File: config.mk
export PLATFORM = sky130hd
export DESIGN_NAME = posr_straps
export DESIGN_NICKNAME = d
export VERILOG_FILES = /design/src/rtl/posr_pkg.sv /design/src/rtl/posr_divider.sv /design/src/rtl/posr_straps.sv
export SDC_FILE = /design/constraint.sdc
export NUM_CORES = 1
export LEC_CHECK = 0
export BUFFER_PORTS_ARGS = -buffer_cell sky130_fd_sc_hd__buf_4
export CAP_MARGIN = 20
export CELL_PAD_IN_SITES_DETAIL_PLACEMENT = 2
export CELL_PAD_IN_SITES_GLOBAL_PLACEMENT = 2
export CORE_MARGIN = 10
export CORE_UTILIZATION = 30
export CTS_CLUSTER_SIZE = 25
export DETAILED_ROUTE_END_ITERATION = 7
export GPL_TIMING_DRIVEN = 0
export MAX_ROUTING_LAYER = met4
export PLACE_DENSITY_LB_ADDON = 0.1
export SLEW_MARGIN = 20
export SYNTH_ARGS = -nofsm -noshare
export SYNTH_HDL_FRONTEND = slang
export SYNTH_SLANG_ARGS = --single-unit
File: constraint.sdc
create_clock -name core_clk -period 1.4 [get_ports core_clk]
set_input_delay 0.21 -clock core_clk [delete_from_list [all_inputs] [get_ports core_clk]]
set_output_delay 0.21 -clock core_clk [all_outputs]
set_load 0.03 [all_outputs]
File: src/rtl/posr_pkg.sv
// Package of offsets, field positions and codes for the power-on strap registers
package posr_pkg;
    // ------------------------------------------------------------------
    // I/O port pair and register offsets
    // ------------------------------------------------------------------
    localparam logic [15:0] INDEX_PORT = 16'h0022;
    localparam logic [15:0] DATA_PORT = 16'h0023;
    localparam logic [7:0] OFF_CAPTURE_0 = 8'h4A;
    localparam logic [7:0] OFF_CAPTURE_1 = 8'h4B;
    localparam logic [7:0] OFF_CAPTURE_2 = 8'h4C;
    // ------------------------------------------------------------------
    // Field positions
    // ------------------------------------------------------------------
    localparam int C0_PLL_HI = 7;
    localparam int C0_PLL_LO = 6;
    localparam int C0_BUS_SEL = 5;
    localparam int C0_DIVISION = 4;
    localparam int C0_MEM_SYNC = 2;
    localparam int C0_DIV2_HI = 1;
    localparam int C0_DIV2_LO = 0;
    localparam int C1_RSV_HI = 5;
    localparam int C1_RSV_LO = 2;
    localparam int C2_CPU_MODE = 7;
    localparam int C2_DOT_DIR = 4;
    localparam int C2_DIV2 = 1;
    // ------------------------------------------------------------------
    // Codes
    // ------------------------------------------------------------------
    localparam logic [1:0] PLL_16_32 = 2'h0;
    localparam logic [1:0] PLL_32_64 = 2'h1;
    localparam logic [2:0] DIV_BY_4 = 3'h4;
    localparam logic [2:0] DIV_BY_3 = 3'h3;
    localparam logic [2:0] DIV_BY_2 = 3'h2;
    localparam logic [7:0] READ_ZERO = 8'h00;
    // Strap reader states, Gray order
    typedef enum logic [1:0] {
        POSR_ST_RESET = 2'h0,
        POSR_ST_CAPTURE = 2'h1,
        POSR_ST_RUN = 2'h3
    } posr_state_t;
endpackage

File: src/rtl/posr_divider.sv
// Clock divider that makes the PCI bus clock from the host clock
`timescale 1ns/1ps
`default_nettype none
module posr_divider #(
    parameter int CW = 3
) (
    // Clock and reset
    input wire logic core_clk,
    input wire logic rst_n,
    // Divisor select
    input wire logic [CW-1:0] divisor,
    // Divided clock
    output logic clk_out
);
    // Elaboration check: the divide-by-4 code needs three bits
    if (CW < 3) begin : g_cw_check
        $error("posr_divider: CW too small");
    end
    // Divider state: count and output level
    typedef struct packed {
        logic [CW-1:0] cnt;
        logic out;
    } posr_div_t;
    posr_div_t st;
    posr_div_t next_st;
    // Next state: output high for the first divisor/2 counts (rounded down) of each period
    always_comb begin
        next_st = st;
        if (st.cnt >= divisor - CW'(1)) begin
            next_st.cnt = '0;
        end else begin
            next_st.cnt = st.cnt + CW'(1);
        end
        next_st.out = (next_st.cnt < (divisor >> 1));
    end
    // State register
    always_ff @(posedge core_clk or negedge rst_n) begin
        if (!rst_n) begin
            st <= '0;
        end else begin
            st <= next_st;
        end
    end
    assign clk_out = st.out;
endmodule // posr_divider
`default_nettype wire

File: src/rtl/posr_straps.sv
// Power-on strap capture registers with index/data port access
//
// Functional notes
// Registers 4A-4C behind ports 22/23.
// Register 0 holds captured strap levels.
// Register 1 bits 5-2 hold reserved group.
// Register 0 bits 7-6 choose PLL range.
// Bus select bit 5, local-bus variant only.
// PCI clock divides host clock 4/3/2.
// Bits 1-0 mirror second divisor strap.
// Bit 2 reports memory-sync strap.
// Register 2 bit 4 sets dot clock direction.
// Dot clock bit is software writable.
// Register 2 bit 7 shows CPU mode.
// CPU mode low x1, high x2.
// Register 2 bit 1 per variant.
// Capture once at reset release, then hold.
// Reserved read zero; strap writes ignored.
`timescale 1ns/1ps
`default_nettype none
module posr_straps #(
    parameter bit LOCAL_BUS_VARIANT = 1'b1
) (
    // Clock and reset
    input wire logic core_clk,
    input wire logic rstn,
    // Strap pins
    input wire logic [1:0] pll_range_straps,
    input wire logic bus_select_strap,
    input wire logic clock_division_strap,
    input wire logic second_divisor_strap,
    input wire logic memory_sync_strap,
    input wire logic dot_clock_dir_strap,
    input wire logic cpu_mode_strap,
    input wire logic [3:0] reserved_strap_group,
    // I/O port access
    input wire logic [15:0] io_addr,
    input wire logic io_wr,
    input wire logic io_rd,
    input wire logic [7:0] io_wdata,
    output logic [7:0] io_rdata,
    // Configuration outputs
    output logic [1:0] pll_range,
    output logic mem_sync,
    output logic cpu_clk_x2,
    output logic isa_mode,
    // Dot clock pad enable, low while the pad drives
    output logic dot_clock_oe_n,
    // PCI bus clock
    output logic pci_bus_clock
);
    // ------------------------------------------------------------------
    // Reset release
    // ------------------------------------------------------------------
    logic [1:0] rst_sync; // Two-stage release
    logic rst_n;
    always_ff @(posedge core_clk or negedge rstn) begin
        if (!rstn) begin
            rst_sync <= 2'h0;
        end else begin
            rst_sync <= {rst_sync[0], 1'b1};
        end
    end
    assign rst_n = rst_sync[1];
    // ------------------------------------------------------------------
    // State
    // ------------------------------------------------------------------
    typedef struct packed {
        posr_pkg::posr_state_t fsm;
        logic [7:0] index; // Index latched at port 22
        logic [7:0] cap0;
        logic [7:0] cap1;
        logic [7:0] cap2;
        logic [7:0] rdata;
        logic [2:0] divisor;
        logic isa; // ISA-mode output, kept in a flop of its own
        logic oe_n; // Dot clock pad enable, low while driving
    } posr_state_s_t;
    posr_state_s_t st;
    posr_state_s_t next_st;
    // Combines the straps into register 0 image
    function automatic logic [7:0] posr_img0();
        logic [7:0] v;
        v = posr_pkg::READ_ZERO;
        v[posr_pkg::C0_PLL_HI:posr_pkg::C0_PLL_LO] = pll_range_straps;
        if (LOCAL_BUS_VARIANT) begin
            v[posr_pkg::C0_BUS_SEL] = bus_select_strap;
            v[posr_pkg::C0_DIV2_HI] = second_divisor_strap;
            v[posr_pkg::C0_DIV2_LO] = second_divisor_strap;
        end
        v[posr_pkg::C0_DIVISION] = clock_division_strap;
        v[posr_pkg::C0_MEM_SYNC] = memory_sync_strap;
        return v;
    endfunction
    // Register select decode, used for reads and writes
    function automatic logic [1:0] posr_sel(input logic [7:0] idx);
        case (idx)
            posr_pkg::OFF_CAPTURE_0: return 2'h1;
            posr_pkg::OFF_CAPTURE_1: return 2'h2;
            posr_pkg::OFF_CAPTURE_2: return 2'h3;
            default: return 2'h0;
        endcase
    endfunction
    // ------------------------------------------------------------------
    // Next state
    // ------------------------------------------------------------------
    always_comb begin
        logic [7:0] img2;
        img2 = posr_pkg::READ_ZERO;
        next_st = st;
        case (st.fsm)
            posr_pkg::POSR_ST_RESET: begin
                // First clock after release: move to capture; straps are taken on the next clock
                next_st.fsm = posr_pkg::POSR_ST_CAPTURE;
            end
            posr_pkg::POSR_ST_CAPTURE: begin
                // Single sample; values then hold until next reset, except the writable dot clock bit
                next_st.cap0 = posr_img0();
                next_st.cap1 = posr_pkg::READ_ZERO;
                next_st.cap1[posr_pkg::C1_RSV_HI:posr_pkg::C1_RSV_LO] =
                    reserved_strap_group;
                if (LOCAL_BUS_VARIANT) begin
                    img2[posr_pkg::C2_CPU_MODE] = cpu_mode_strap;
                end else begin
                    img2[posr_pkg::C2_DIV2] = second_divisor_strap;
                end
                img2[posr_pkg::C2_DOT_DIR] = dot_clock_dir_strap;
                next_st.cap2 = img2;
                // Divisor selection from division straps
                if (!clock_division_strap) begin
                    next_st.divisor = posr_pkg::DIV_BY_4;
                end else if (!second_divisor_strap) begin
                    next_st.divisor = posr_pkg::DIV_BY_3;
                end else begin
                    next_st.divisor = posr_pkg::DIV_BY_2;
                end
                next_st.fsm = posr_pkg::POSR_ST_RUN;
            end
            posr_pkg::POSR_ST_RUN: begin
                // Index port write
                if (io_wr && io_addr == posr_pkg::INDEX_PORT) begin
                    next_st.index = io_wdata;
                end
                // Only the dot clock bit takes writes
                if (io_wr && io_addr == posr_pkg::DATA_PORT &&
                    posr_sel(st.index) == 2'h3) begin
                    next_st.cap2[posr_pkg::C2_DOT_DIR] =
                        io_wdata[posr_pkg::C2_DOT_DIR];
                end
                // Data port read; unknown index reads zero
                if (io_rd && io_addr == posr_pkg::DATA_PORT) begin
                    case (posr_sel(st.index))
                        2'h1: next_st.rdata = st.cap0;
                        2'h2: next_st.rdata = st.cap1;
                        2'h3: next_st.rdata = st.cap2;
                        default: next_st.rdata = posr_pkg::READ_ZERO;
                    endcase
                end else if (io_rd && io_addr == posr_pkg::INDEX_PORT) begin
                    next_st.rdata = st.index;
                end
            end
            default: begin
                next_st.fsm = posr_pkg::POSR_ST_RESET;
            end
        endcase
        // Decoded pins follow their register bits in the same cycle, no gate on the pin
        next_st.isa = ~next_st.cap0[posr_pkg::C0_BUS_SEL];
        next_st.oe_n = ~next_st.cap2[posr_pkg::C2_DOT_DIR];
    end
    // State register
    always_ff @(posedge core_clk or negedge rst_n) begin
        if (!rst_n) begin
            // In reset the pad stays undriven and the bus reads as ISA
            st <= '{fsm: posr_pkg::POSR_ST_RESET, divisor: posr_pkg::DIV_BY_4,
                    isa: 1'b1, oe_n: 1'b1, default: '0};
        end else begin
            st <= next_st;
        end
    end
    // ------------------------------------------------------------------
    // Outputs, all registered
    // ------------------------------------------------------------------
    assign io_rdata = st.rdata;
    assign pll_range = st.cap0[posr_pkg::C0_PLL_HI:posr_pkg::C0_PLL_LO];
    assign mem_sync = st.cap0[posr_pkg::C0_MEM_SYNC];
    assign cpu_clk_x2 = st.cap2[posr_pkg::C2_CPU_MODE];
    assign isa_mode = st.isa;
    assign dot_clock_oe_n = st.oe_n;
    // PCI clock generator
    posr_divider #(.CW(3)) u_div (
        .core_clk(core_clk),
        .rst_n(rst_n),
        .divisor(st.divisor),
        .clk_out(pci_bus_clock)
    );
    // ------------------------------------------------------------------
    // Assertions
    // ------------------------------------------------------------------
    capture_hold_a: assert property (@(posedge core_clk) disable iff (!rst_n)
        st.fsm == posr_pkg::POSR_ST_RUN |=> $stable(st.cap0) && $stable(st.cap1))
        else $error("strap capture changed after reset");
    dot_write_a: assert property (@(posedge core_clk) disable iff (!rst_n)
        (st.fsm == posr_pkg::POSR_ST_RUN && io_wr && io_addr == posr_pkg::DATA_PORT
         && st.index == posr_pkg::OFF_CAPTURE_2)
        |=> st.cap2[posr_pkg::C2_DOT_DIR] == $past(io_wdata[posr_pkg::C2_DOT_DIR]))
        else $error("dot clock bit not written");
    dot_pad_a: assert property (@(posedge core_clk) disable iff (!rst_n)
        dot_clock_oe_n != st.cap2[posr_pkg::C2_DOT_DIR])
        else $error("dot clock pad direction wrong");
    reserved_zero_a: assert property (@(posedge core_clk) disable iff (!rst_n)
        st.cap1[7:6] == 2'h0 && st.cap1[1:0] == 2'h0 && st.cap2[6:5] == 2'h0)
        else $error("reserved bit not zero");
    unmapped_read_a: assert property (@(posedge core_clk) disable iff (!rst_n)
        (st.fsm == posr_pkg::POSR_ST_RUN && io_rd && io_addr == posr_pkg::DATA_PORT
         && posr_sel(st.index) == 2'h0) |=> io_rdata == posr_pkg::READ_ZERO)
        else $error("unmapped index did not read zero");
    read_c0_a: assert property (@(posedge core_clk) disable iff (!rst_n)
        (st.fsm == posr_pkg::POSR_ST_RUN && io_rd && io_addr == posr_pkg::DATA_PORT
         && st.index == posr_pkg::OFF_CAPTURE_0) |=> io_rdata == $past(st.cap0))
        else $error("register 0 read wrong");
    pci_divisor_a: assert property (@(posedge core_clk) disable iff (!rst_n)
        st.fsm == posr_pkg::POSR_ST_RUN |-> (!st.cap0[posr_pkg::C0_DIVISION] ?
        st.divisor == posr_pkg::DIV_BY_4 : st.divisor != posr_pkg::DIV_BY_4))
        else $error("PCI divisor does not match strap");
    capture_once_a: assert property (@(posedge core_clk) disable iff (!rst_n)
        st.fsm == posr_pkg::POSR_ST_CAPTURE |=> st.fsm == posr_pkg::POSR_ST_RUN)
        else $error("capture not finished in one cycle");
    run_c: cover property (@(posedge core_clk) disable iff (!rst_n)
        st.fsm == posr_pkg::POSR_ST_RUN);
    dot_wr_c: cover property (@(posedge core_clk) disable iff (!rst_n)
        io_wr && io_addr == posr_pkg::DATA_PORT && st.index == posr_pkg::OFF_CAPTURE_2);
    rd_c: cover property (@(posedge core_clk) disable iff (!rst_n)
        io_rd && io_addr == posr_pkg::DATA_PORT);
endmodule // posr_straps
`default_nettype wire

# == Word level (Yosys, flattened, before mapping) ==
# Index checks and enable logic that the tools add are counted.
# totals
register_bits,42
in_bits,40
n_memories,0
out_inout_bits,15
latchBits,0
romBits,0
mem_bits_rw,0
elab_cells,54
# classes
n_bitwise,2
n_shift,0
n_eq_ne,11
n_reduce_logical,9
order_cmp,2
n_mul,0
div_mod_pow,0
n_addsub,2
mux,14
# op_table
op,n
== test 16 x 6 -> 1 bit (second input constant),2
== test 8 x 7 -> 1 bit (second input constant),3
case mux 8 bit (3 select lines),1
two-way mux 17 bit,1
two-way mux 8 bit,2
case mux 2 bit (3 select lines),2
== test 2 bit (second input constant),4
two-way mux 2 bit,3
two-way mux 3 bit,2
logical AND 1 bit,5
== test 2 x 1 -> 1 bit (second input constant),2
AND reduction 2 bit,2
adder 3 x 1 -> 3 bit (second input constant),1
>= comparator 3 bit,1
< comparator 3 x 2 -> 1 bit,1
subtractor 3 x 1 -> 3 bit (second input constant),1
zero test 2 bit,1
two-way mux 1 bit,2
inverter 1 bit,2
case mux 1 bit (2 select lines),1
nonzero test 2 bit,1

# == Longest topological paths before layout ==
# Gate-level depths: netlist (run 1).
# depth
word_depth,8
ltp_mapped,9
depth_no_buf,9

# == Hierarchy ==
# From an unflattened synthesis (run 1), not the netlist that was laid out.
# unflattened
cells_unflattened,184
hier_area_um2,1996.9
# by_module_without_submodules
mod,seq_area_each_um2,area_per_inst_um2,instances,cells_per_inst
posr_straps,904.6,1714.1,1,159
posr_divider,100.1,282.8,1,25

# == Least setup slack after synthesis (run 1) ==
# No wires, ideal clock.
# synth_timing
path_kind,register to register
start,reg st[3] in the netlist's numbering
end,reg u_div.st (netlist bit u_div.clk_out)
path_slack_ns,-0.798
setup_ns,0.125
synth_period_minus_slack_ns,2.198
required_ns,1.275
path_stages_with_launch,10
path_buffers,0
arrival_ns,2.072
path_cell_list,dfrtp_1 -> inv_1 -> ha_1 -> ha_1 -> a21o_1 -> a21oi_1 -> and2_1 -> ha_1 -> nor2b_1 -> a2111oi_0
# synth_rtl
element,line,text
"start, declared",posr_straps.sv:79,posr_state_s_t st;
"start signal, assigned",posr_straps.sv:174,"st <= '{fsm: posr_pkg::POSR_ST_RESET, divisor: posr_pkg::DIV_BY_4,"
"start signal, assigned",posr_straps.sv:177,st <= next_st;
"end signal, assigned",posr_divider.sv:41,st <= next_st;
"end, declared",posr_divider.sv:24,posr_div_t st;

==> flow_metrics.py, run 1 <==
metrics = {
    "timing": {
        "setup_viol": 22,
        "worst_slack_ns": -0.788,
        "post-route-period-util_pct": 156,
        "slew_violations": 0,
        "rsz0062_at_grt": "yes",
        "hold_viol_final": 0,
        "period_needed_ns": 2.19,
        "fin_skew_ns": 0.0115,
        "fmax_mhz": 457,
    },
    "critical_path": {
        "cp.required_ns": 1.60,
        "crit_type": "flip-flop to flip-flop",
        "slowest_delay_ns": 0.44,
        "setup.worst_path.start": "u_div.st[1]$_DFF_PN0_",
        "worstSetupStartpointType": "flip-flop",
        "critPathMaxFanout": 3,
        "path_delay_family": "compound AO/OA/AOI/OAI gates",
        "reg2reg_from": "u_div.st[1]$_DFF_PN0_",
        "crit_top_cell": "ha_4",
        "worst_setup_path_end_kind": "flip-flop",
        "critPathBufInv": 1,
        "crit_arrival_ns": 2.39,
        "cp_cell_sequence": "inv_1 -> ha_4 -> nand2b_4 -> a21o_1 -> a21oi_2 -> and2_4 -> ha_4 -> nor2b_4 -> a2111oi_4",
        "critPathSlowestCell": "dfrtp_1",
    },
    "clocking": {
        "h-tree-depth": 2,
        "cts_tree": "built",
        "clk_pin_slew_ns": 0.09,
        "clockBufferDepth": 2,
        "cts_buffers": 5,
        "cts_root_buf": "clkbuf_8",
        "clock_latency_ns": 0.30,
        "cts_sinks": 40,
    },
    "global_routing": {
        "grt_max_degree": 23,
        "gr-total-overflow": 0,
        "grt_usage_pct": 13.9,
        "grt_pass1_vias": 1943,
        "antenna_found_initial": 0,
        "grt_pass1_wl_mm": 10.7,
    },
    "placement": {
        "gp_congestion": 0.680,
        "place_ws_ns": -1.13,
        "port_buffers": 54,
        "hpwl_mm": 4.70,
    },
    "detailed_routing": {
        "remaining_drc_errors": 0,
        "wire_per_inst_um": 20.1,
        "vias": 1631,
        "drt-initial-drc-count": 19,
        "drt_pre_antenna_iters": 3,
        "ant_nets": 0,
        "routed_wl_mm": 6.73,
        "via_per_inst": 4.87,
    },
    "floorplan": {
        "start_util_pct": 31.2,
        "io_pins": 55,
        "core_um2": 6390,
        "rows": 29,
        "die-width_um": 101,
        "die_h_um": 101,
        "dieArea_um2": 10300,
    },
    "logic_synthesis": {
        "ys_async_sr_fraction_pct": 100,
        "synth-main-ff-cell": "dfrtp_1",
        "yosysMostFrequentCell": "dfrtp_1",
        "synthesis.nets": 213,
        "synth_edf_count": 0,
        "syn_area_per_cell_um2": 11.9,
        "ys_seq_elements": 40,
        "yosys.area.top_type": "dfrtp_1",
        "syn_area_um2": 1990,
        "ys_seq_area_share_pct": 50.4,
        "synth_top_area_share_pct": 46.5,
        "synth_area_leaders": "dfrtp_1 46%, mux2_2 14%, dfstp_2 4.0%",
        "yosysWarnings": 0,
        "yosysUniqueCellTypes": 42,
        "synth_common_cells": "37 x dfrtp_1, 25 x mux2_2, 11 x inv_1",
        "postSynthCellCount": 167,
    },
    "flow_run": {
        "drv_cap": 0,
    },
    "cells_and_area": {
        "syn2layout_area_growth_pct": 61.1,
        "layout-drive-gt1-share_pct": 64.3,
        "utilization_pct": 50.2,
        "nets": 303,
        "antennaDiodeCount": 0,
    },
    "min_path": {
        "min_path_type": "input pin to flip-flop",
        "min-delay-start": "bus_select_strap",
    },
    "status": {
        "violations": "negative setup slack",
        "status": "finished, violations left",
    },
    "power_and_ir_drop": {
        "leakage_nw": 1.46,
        "ir_worst_vdd_mv": 0.825,
        "p_per_area_nw_per_um2": 1100,
    },
}
state kept, by name (all words and copies together), names as in the netlist, named ones only:
| register | count |
|---|---|
| cpu_clk_x2 | 1 |
| dot_clock_oe_n | 1 |
| io_rdata | 8 |
| isa_mode | 1 |
| mem_sync | 1 |
| pll_range | 2 |
| rst_sync | 2 |
| st | 19 |
| u_div.clk_out | 1 |
| u_div.st | 3 |
final cells by class:
type                    count  area [um^2]
inverters                  11         41.3
fillers                   635         3180
repair buffers             84          709
flip-flops and latches     40         1010
clock inverters             2         13.8
well taps                  77         96.3
clock buffers               6         82.6
multi-input cells         101         1130
plain buffers              14          123
per-stage QoR:
stage	total power, mW	cells	area, um^2	TNS, ns	hold slack [ns]
after floorplan	1.66	167	2080	-7.63	-0.0856
after global placement	1.84	298	2580	-21.05	-0.00818
after detailed placement	1.92	299	2610	-14.83	-0.00686
after CTS	3.46	333	3110	-5.23	0.0745
after global routing	3.75	335	3210	-6.98	0.0554
final	3.51	335	3210	-5.23	0.0657
cells by family after synthesis:
logic type	synth area share (%)
AND/OR/NAND/NOR	14.1
flip-flops	50.4
multiplexers	15.6
buffers and inverters	6.85
AO/OA/AOI/OAI	8.17
adder cells (fa/ha/maj)	3.77
XOR/XNOR	0.880
other	0.188
cells in the final DEF (no fill, tap or decap), types with 2 or more instances in the layout:
master	count
a21oi_2	2
a22o_1	2
and2_4	3
and3_1	3
buf_4	83
buf_6	7
buf_8	2
clkbuf_8	7
dfrtp_1	33
dfrtp_2	4
dfstp_2	3
ha_4	5
inv_1	9
inv_2	2
mux2_2	10
mux2_4	15
mux2i_1	2
nand2_1	5
nand2b_1	2
nand3_1	4
nand4b_1	2
nor2b_4	2
nor3_1	2
nor4_1	2
nor4b_4	2
o21ai_0	3
o21ai_1	2
o2bb2ai_2	2
where the power goes:
| group | total [mW] | internal (mW) | leakage, nW | switching [mW] |
|---|---|---|---|---|
| logic | 1.35 | 0.824 | 0.917 | 0.529 |
| registers | 1.33 | 1.24 | 0.493 | 0.0859 |
| clock network | 0.835 | 0.403 | 0.0516 | 0.432 |
| total | 3.51 | 2.47 | 1.46 | 1.05 |
metal layers:
layer	up-vias	track usage, %	share of wire, %
li1	769	-	-
met1	824	15.6	42
met2	30	24.8	55
met3	8	2.79	2.4
met4	0	3.11	0.91
met5	-	-	0
repair_timing:
action	in CTS	in global routing
buffers inserted	25	6
pin swaps	10	11
hold buffers	1	0
gates resized for setup	38	17
endpoints found under the hold margin	2	0
setup endpoints to repair	28	32
cloned	0	1
final timing paths:
kind,to,slack [ns],depth (start not counted)
min in group asynchronous,pll_range[0]$_DFFE_PN0P_,0.21,0
min,isa_mode$_DFF_PN1_,0.07,2
max,u_div.clk_out$_DFF_PN0_,-0.79,9
max in group asynchronous,st[4]$_DFFE_PN1P_,0.67,1
min reg2reg,pll_range[0]$_DFFE_PN0P_,0.21,0
max reg2reg,u_div.clk_out$_DFF_PN0_,-0.79,9
No activity file was read; power rests on OpenSTA's default activity.
==> run 2: changes to the inputs <==
- ABC_AREA: unset -> 1
- CORE_UTILIZATION: 30 -> 29
==> run 2 against run 1 <==
Critical endpoint unchanged. Register-to-register slack better by 0.39 ns. Highest routed layer unchanged. The flow still finishes with violations (negative setup slack). Sequential share of layout area is 0.74 points higher. Design area is 2.4% lower.
==> flow_metrics.py, run 2 <==
metrics = {
    "floorplan": {
        "io_pins": 55,
        "start_util_pct": 30.0,
        "core_um2": 7330,
        "rows": 31,
        "dieArea_um2": 11500,
        "die-width_um": 107,
        "die_h_um": 107,
    },
    "critical_path": {
        "cp.required_ns": 1.63,
        "slowest_delay_ns": 0.39,
        "path_delay_family": "adder cells",
        "critPathSlowestCell": "dfrtp_1",
        "crit_arrival_ns": 2.02,
        "critPathMaxFanout": 2,
        "crit_type": "flip-flop to flip-flop",
        "critPathBufInv": 1,
        "cp_cell_sequence": "inv_2 -> ha_4 -> ha_4 -> o21ai_2 -> nand2_1 -> a21oi_2 -> and2_4 -> ha_4 -> a21oi_2",
        "crit_top_cell": "ha_4",
        "worstSetupStartpointType": "flip-flop",
        "worst_setup_path_end_kind": "flip-flop",
    },
    "clocking": {
        "cts_buffers": 5,
        "clk_pin_slew_ns": 0.08,
        "clockBufferDepth": 2,
        "cts_root_buf": "clkbuf_8",
        "cts_sinks": 40,
        "clock_latency_ns": 0.29,
        "cts_tree": "built",
        "h-tree-depth": 2,
    },
    "cells_and_area": {
        "antennaDiodeCount": 0,
        "final_cell_mix": "100 x nand2_1, 75 x buf_4, 34 x dfrtp_1",
        "syn2layout_area_growth_pct": 42.4,
        "nets": 411,
        "largest_reg_flops": 19,
        "final_common_cell": "nand2_1",
        "fill_cells": 836,
        "utilization_pct": 42.7,
        "layout-drive-gt1-share_pct": 40.4,
        "largest-register": "st",
        "stdcell_area_um2": 3130,
    },
    "logic_synthesis": {
        "synth-main-ff-cell": "dfrtp_1",
        "syn_area_um2": 2200,
        "synth_common_cells": "110 x nand2_1, 39 x inv_1, 37 x dfrtp_1",
        "yosys.area.top_type": "dfrtp_1",
        "synth_edf_count": 0,
        "synth-compound-area-share_pct": 3.64,
        "syn_area_per_cell_um2": 7.58,
        "synth-xor-area-share_pct": 0.797,
        "postSynthCellCount": 290,
        "synth_top_family_by_area": "simple AND/OR/NAND/NOR gates",
        "synthesis.nets": 336,
        "synth_area_leaders": "dfrtp_1 42%, nand2_1 19%, inv_1 6.7%",
        "yosysMostFrequentCell": "nand2_1",
        "synthAdderAreaFrac_pct": 3.41,
        "yosysWarnings": 0,
        "ys_async_sr_fraction_pct": 100,
        "yosysUniqueCellTypes": 31,
        "ys_seq_elements": 40,
        "ys_seq_area_share_pct": 45.7,
        "yosys.area_share.simple_pct": 34.8,
        "synthMuxAreaShare_pct": 0,
        "synth_top_area_share_pct": 42.1,
    },
    "detailed_routing": {
        "drt_pre_antenna_iters": 4,
        "vias": 2064,
        "wire_per_inst_um": 15.0,
        "remaining_drc_errors": 0,
        "via_per_inst": 4.44,
        "routed_wl_mm": 6.96,
        "drt-initial-drc-count": 21,
        "ant_nets": 0,
    },
    "timing": {
        "hold_viol_final": 0,
        "fmax_mhz": 558,
        "rsz0062_at_grt": "yes",
        "period_needed_ns": 1.79,
        "worst_slack_ns": -0.393,
        "hold-worst-slack_ns": 0.0991,
        "post-route-period-util_pct": 128,
        "slew_violations": 0,
        "fin_skew_ns": 0.0106,
        "setup_viol": 4,
    },
    "power_and_ir_drop": {
        "p_per_area_nw_per_um2": 943,
        "leakage_nw": 1.69,
        "ir_worst_vdd_mv": 0.652,
    },
    "placement": {
        "hpwl_mm": 5.37,
        "port_buffers": 54,
        "place_ws_ns": -0.592,
        "placed_area_um2": 2750,
        "gp_congestion": 0.794,
    },
    "status": {
        "violations": "negative setup slack",
        "status": "finished, violations left",
    },
    "global_routing": {
        "grt_pass1_wl_mm": 11.8,
        "grt_max_degree": 26,
        "grt_usage_pct": 13.0,
        "gr-total-overflow": 0,
        "antenna_found_initial": 0,
        "grt_pass1_vias": 2416,
    },
    "min_path": {
        "min_path_type": "input pin to flip-flop",
    },
    "flow_run": {
        "drv_cap": 0,
    },
}
-- run 2: final timing paths --
check	startpoint	endpoint	cells past startpoint	slack, ns
worst max-delay path	st[3]$_DFFE_PN0P_	u_div.clk_out$_DFF_PN0_	9	-0.39
worst min-delay path	bus_select_strap	isa_mode$_DFF_PN1_	2	0.1
worst max register to register	st[3]$_DFFE_PN0P_	u_div.clk_out$_DFF_PN0_	9	-0.39
worst min register to register	rst_sync[1]$_DFF_PN0_	io_rdata[3]$_DFFE_PN0P_	0	0.17
max in group asynchronous	rst_sync[1]$_DFF_PN0_	st[4]$_DFFE_PN1P_	1	0.71
min in group asynchronous	rst_sync[1]$_DFF_PN0_	io_rdata[3]$_DFFE_PN0P_	0	0.17
-- run 2: stage by stage --
stage | TNS, ns | power (mW) | std cells
2_1_floorplan | -0.356 | 1.64 | 290
3_3_place_gp | -12.55 | 1.85 | 443
3_5_place_dp | -2.72 | 1.89 | 444
4_1_cts | -0.945 | 2.84 | 458
5_1_grt | -1.45 | 3.17 | 465
6_report | -0.718 | 2.95 | 465
-- run 2: cell families after synthesis --
family	Yosys count
simple gates	171
xor+xnor	2
flops	40
buf+inv	55
compound gates	15
other cells	1
fa+ha+maj	6
-- run 2: timing repair --
item / 4_1_cts / 5_1_grt
pin swaps: 2 / 16
endpoints found under the setup margin: 20 / 23
hold buffers: 1 / 0
gates resized for setup: 10 / 39
hold endpoints to repair: 2 / 0
buffers inserted: 5 / 7
-- run 2: layout make-up --
cell class	instances	area (um^2)	area share [%]
buffer	12	88.8	2.84
clock buffer	6	82.6	2.64
clock inverter	2	10.0	0.320
inverter	43	165	5.28
multi-input combinational	195	1110	35.6
sequential	40	1010	32.2
tap	99	124	3.96
timing repair buffer	68	538	17.2
-- run 2: layer usage --
| metal | track usage, % | up-vias | wire [um] |
|---|---|---|---|
| li1 | - | 1018 | - |
| met1 | 15.1 | 1015 | 3090 |
| met2 | 22.5 | 29 | 3650 |
| met3 | 2.87 | 2 | 196 |
| met4 | 2.32 | 0 | 29 |
| met5 | - | - | 0 |
-- run 2: power breakdown --
part,switching [mW],leakage (nW),internal [mW]
registers,0.0603,0.494,1.24
clock network,0.410,0.0510,0.394
logic,0.423,1.14,0.423
==> run 3: changes to the inputs <==
- ABC_AREA: 1 -> 0
- CORE_UTILIZATION: 29 -> 30
- CTS_CLUSTER_SIZE: 25 -> 20
- SLEW_MARGIN: 20 -> unset
==> run 3 against run 2 <==
The run still ends with negative setup slack left. Largest power group is now combinational logic. First-iteration DRC count up 110%. Flip-flop and latch count unchanged. Design area increased by 1.7%. Non-clock buffer count increased by 22.
==> flow_metrics.py, run 3 (synthesis gave the netlist of run 1 again) <==
metrics = {
    "min_path": {
        "holdPathEnd": "isa_mode$_DFF_PN1_",
        "min_path_cells": 2,
        "min_path_type": "input pin to flip-flop",
        "min-delay-start": "bus_select_strap",
    },
    "critical_path": {
        "reg2reg_from": "st[2]$_DFFE_PN0P_",
        "r2r_setup_slack_ns": -0.82,
        "crit_arrival_ns": 2.41,
        "crit_type": "flip-flop to flip-flop",
        "worst_setup_path_end_kind": "flip-flop",
        "reg2reg_depth": 10,
        "critPathMaxFanout": 2,
        "cp.required_ns": 1.60,
        "worstSetupStartpointType": "flip-flop",
        "r2r-end": "u_div.clk_out$_DFF_PN0_",
    },
    "timing": {
        "slew_violations": 0,
        "rsz0062_at_grt": "yes",
        "period_needed_ns": 2.22,
        "hold-worst-slack_ns": 0.0719,
        "relSlewSlack_pct": 42.1,
        "fmax_mhz": 451,
        "worst_pin_slew_ns": 0.869,
        "fin_skew_ns": 0.00704,
        "setup_viol": 22,
        "hold_viol_final": 0,
        "worst_slack_ns": -0.815,
        "post-route-period-util_pct": 158,
    },
    "clocking": {
        "cts_tree": "built",
        "clockBufferDepth": 2,
        "clk_pin_slew_ns": 0.09,
        "cts_root_buf": "clkbuf_8",
        "clock_latency_ns": 0.30,
        "cts_sinks": 40,
        "h-tree-depth": 2,
        "cts_buffers": 5,
    },
    "floorplan": {
        "core_um2": 6390,
        "dieArea_um2": 10300,
        "io_pins": 55,
        "start_util_pct": 31.2,
        "rows": 29,
        "die_h_um": 101,
        "die-width_um": 101,
    },
    "cells_and_area": {
        "largest-register": "st",
        "fill_cells": 638,
        "layout-drive-gt1-share_pct": 65.6,
        "antennaDiodeCount": 0,
        "nets": 307,
        "stdcell_area_um2": 3180,
        "largest_reg_flops": 19,
        "syn2layout_area_growth_pct": 59.8,
        "final_cell_mix": "86 x buf_4, 31 x dfrtp_1, 15 x mux2_4",
        "final_common_cell": "buf_4",
    },
    "global_routing": {
        "grt_pass1_vias": 2008,
        "antenna_found_initial": 0,
        "gr-total-overflow": 0,
        "grt_usage_pct": 13.6,
        "grt_pass1_wl_mm": 10.7,
        "grt_max_degree": 39,
    },
    "placement": {
        "place_ws_ns": -1.13,
        "placed_area_um2": 2590,
        "hpwl_mm": 4.68,
        "gp_congestion": 0.680,
        "port_buffers": 54,
    },
    "detailed_routing": {
        "wire_per_inst_um": 20.1,
        "drt_pre_antenna_iters": 4,
        "remaining_drc_errors": 0,
        "via_per_inst": 4.86,
        "ant_nets": 0,
        "vias": 1648,
        "routed_wl_mm": 6.80,
        "drt-initial-drc-count": 45,
    },
    "power_and_ir_drop": {
        "p_per_area_nw_per_um2": 1150,
        "leakage_nw": 1.46,
        "ir_worst_vdd_mv": 0.946,
    },
    "status": {
        "violations": "negative setup slack",
        "status": "finished, violations left",
    },
    "flow_run": {
        "drv_cap": 0,
    },
}
run 3: changes by cell type in the layout (fill, tap and decap cells not counted), moves of 10 or more:
| cell | change |
|---|---|
| nand2_1 | -95 |
| inv_1 | -25 |
| mux2_4 | +15 |
| nand3_1 | -13 |
| nor2_1 | -13 |
| buf_6 | +12 |
| nand2_2 | -12 |
| buf_4 | +11 |
| mux2_2 | +10 |
run 3: cell type report:
type / instances / area, um^2 / area share [%]
multi-input combinational: 101 / 1110 / 35.0
buffer: 13 / 108 / 3.38
clock inverter: 2 / 13.8 / 0.432
tap: 77 / 96.3 / 3.03
timing repair buffer: 89 / 716 / 22.5
inverter: 11 / 41.3 / 1.30
sequential: 40 / 1010 / 31.8
clock buffer: 6 / 82.6 / 2.59
run 3: metal layers:
metal  wire, um  global-route usage [%]  vias up
li1           -                       -      776
met1       2940                    15.7      835
met2       3640                    23.7       30
met3        151                    2.52        7
met4         63                    3.54        0
met5          0                       -        -
run 3: per-stage QoR:
step | std cells | TNS, ns | total power [mW] | util, %
final | 339 | -5.44 | 3.65 | 49.8
after global routing | 339 | -7.25 | 3.86 | 49.8
after CTS | 336 | -5.60 | 3.45 | 48.6
after detailed placement | 298 | -15.02 | 1.92 | 40.5
after global placement | 298 | -21.05 | 1.84 | 40.5
after floorplan | 167 | -7.63 | 1.66 | -
run 3: worst max-delay path: stages, from the launching register on:
cell	delay, ns
dfrtp_1	0.41
inv_2	0.10
buf_6	0.11
ha_4	0.19
nand2b_4	0.13
a21o_1	0.21
a21oi_2	0.18
and2_4	0.19
ha_4	0.19
nor2b_4	0.13
a2111oi_4	0.28
run 3: worst max path at each step:
| stage | from | endpoint |
|---|---|---|
| floorplan | st[3]$_DFFE_PN0P_ | u_div.clk_out$_DFF_PN0_ |
| global placement | st[3]$_DFFE_PN0P_ | u_div.clk_out$_DFF_PN0_ |
| detailed placement | st[3]$_DFFE_PN0P_ | u_div.clk_out$_DFF_PN0_ |
| CTS | st[2]$_DFFE_PN0P_ | u_div.clk_out$_DFF_PN0_ |
| global route | st[2]$_DFFE_PN0P_ | u_div.clk_out$_DFF_PN0_ |
| finish | st[2]$_DFFE_PN0P_ | u_div.clk_out$_DFF_PN0_ |
run 3: repair_timing:
action	in CTS	in global routing
resized for setup	41	13
pin swaps	15	11
hold endpoints to repair	2	0
endpoints found under the setup margin	28	30
buffers inserted	29	5
hold buffers	1	0
run 3: power breakdown:
part	switching [mW]	internal, mW
logic	0.548	0.931
registers	0.0900	1.24
clock network	0.433	0.403
total	1.07	2.58
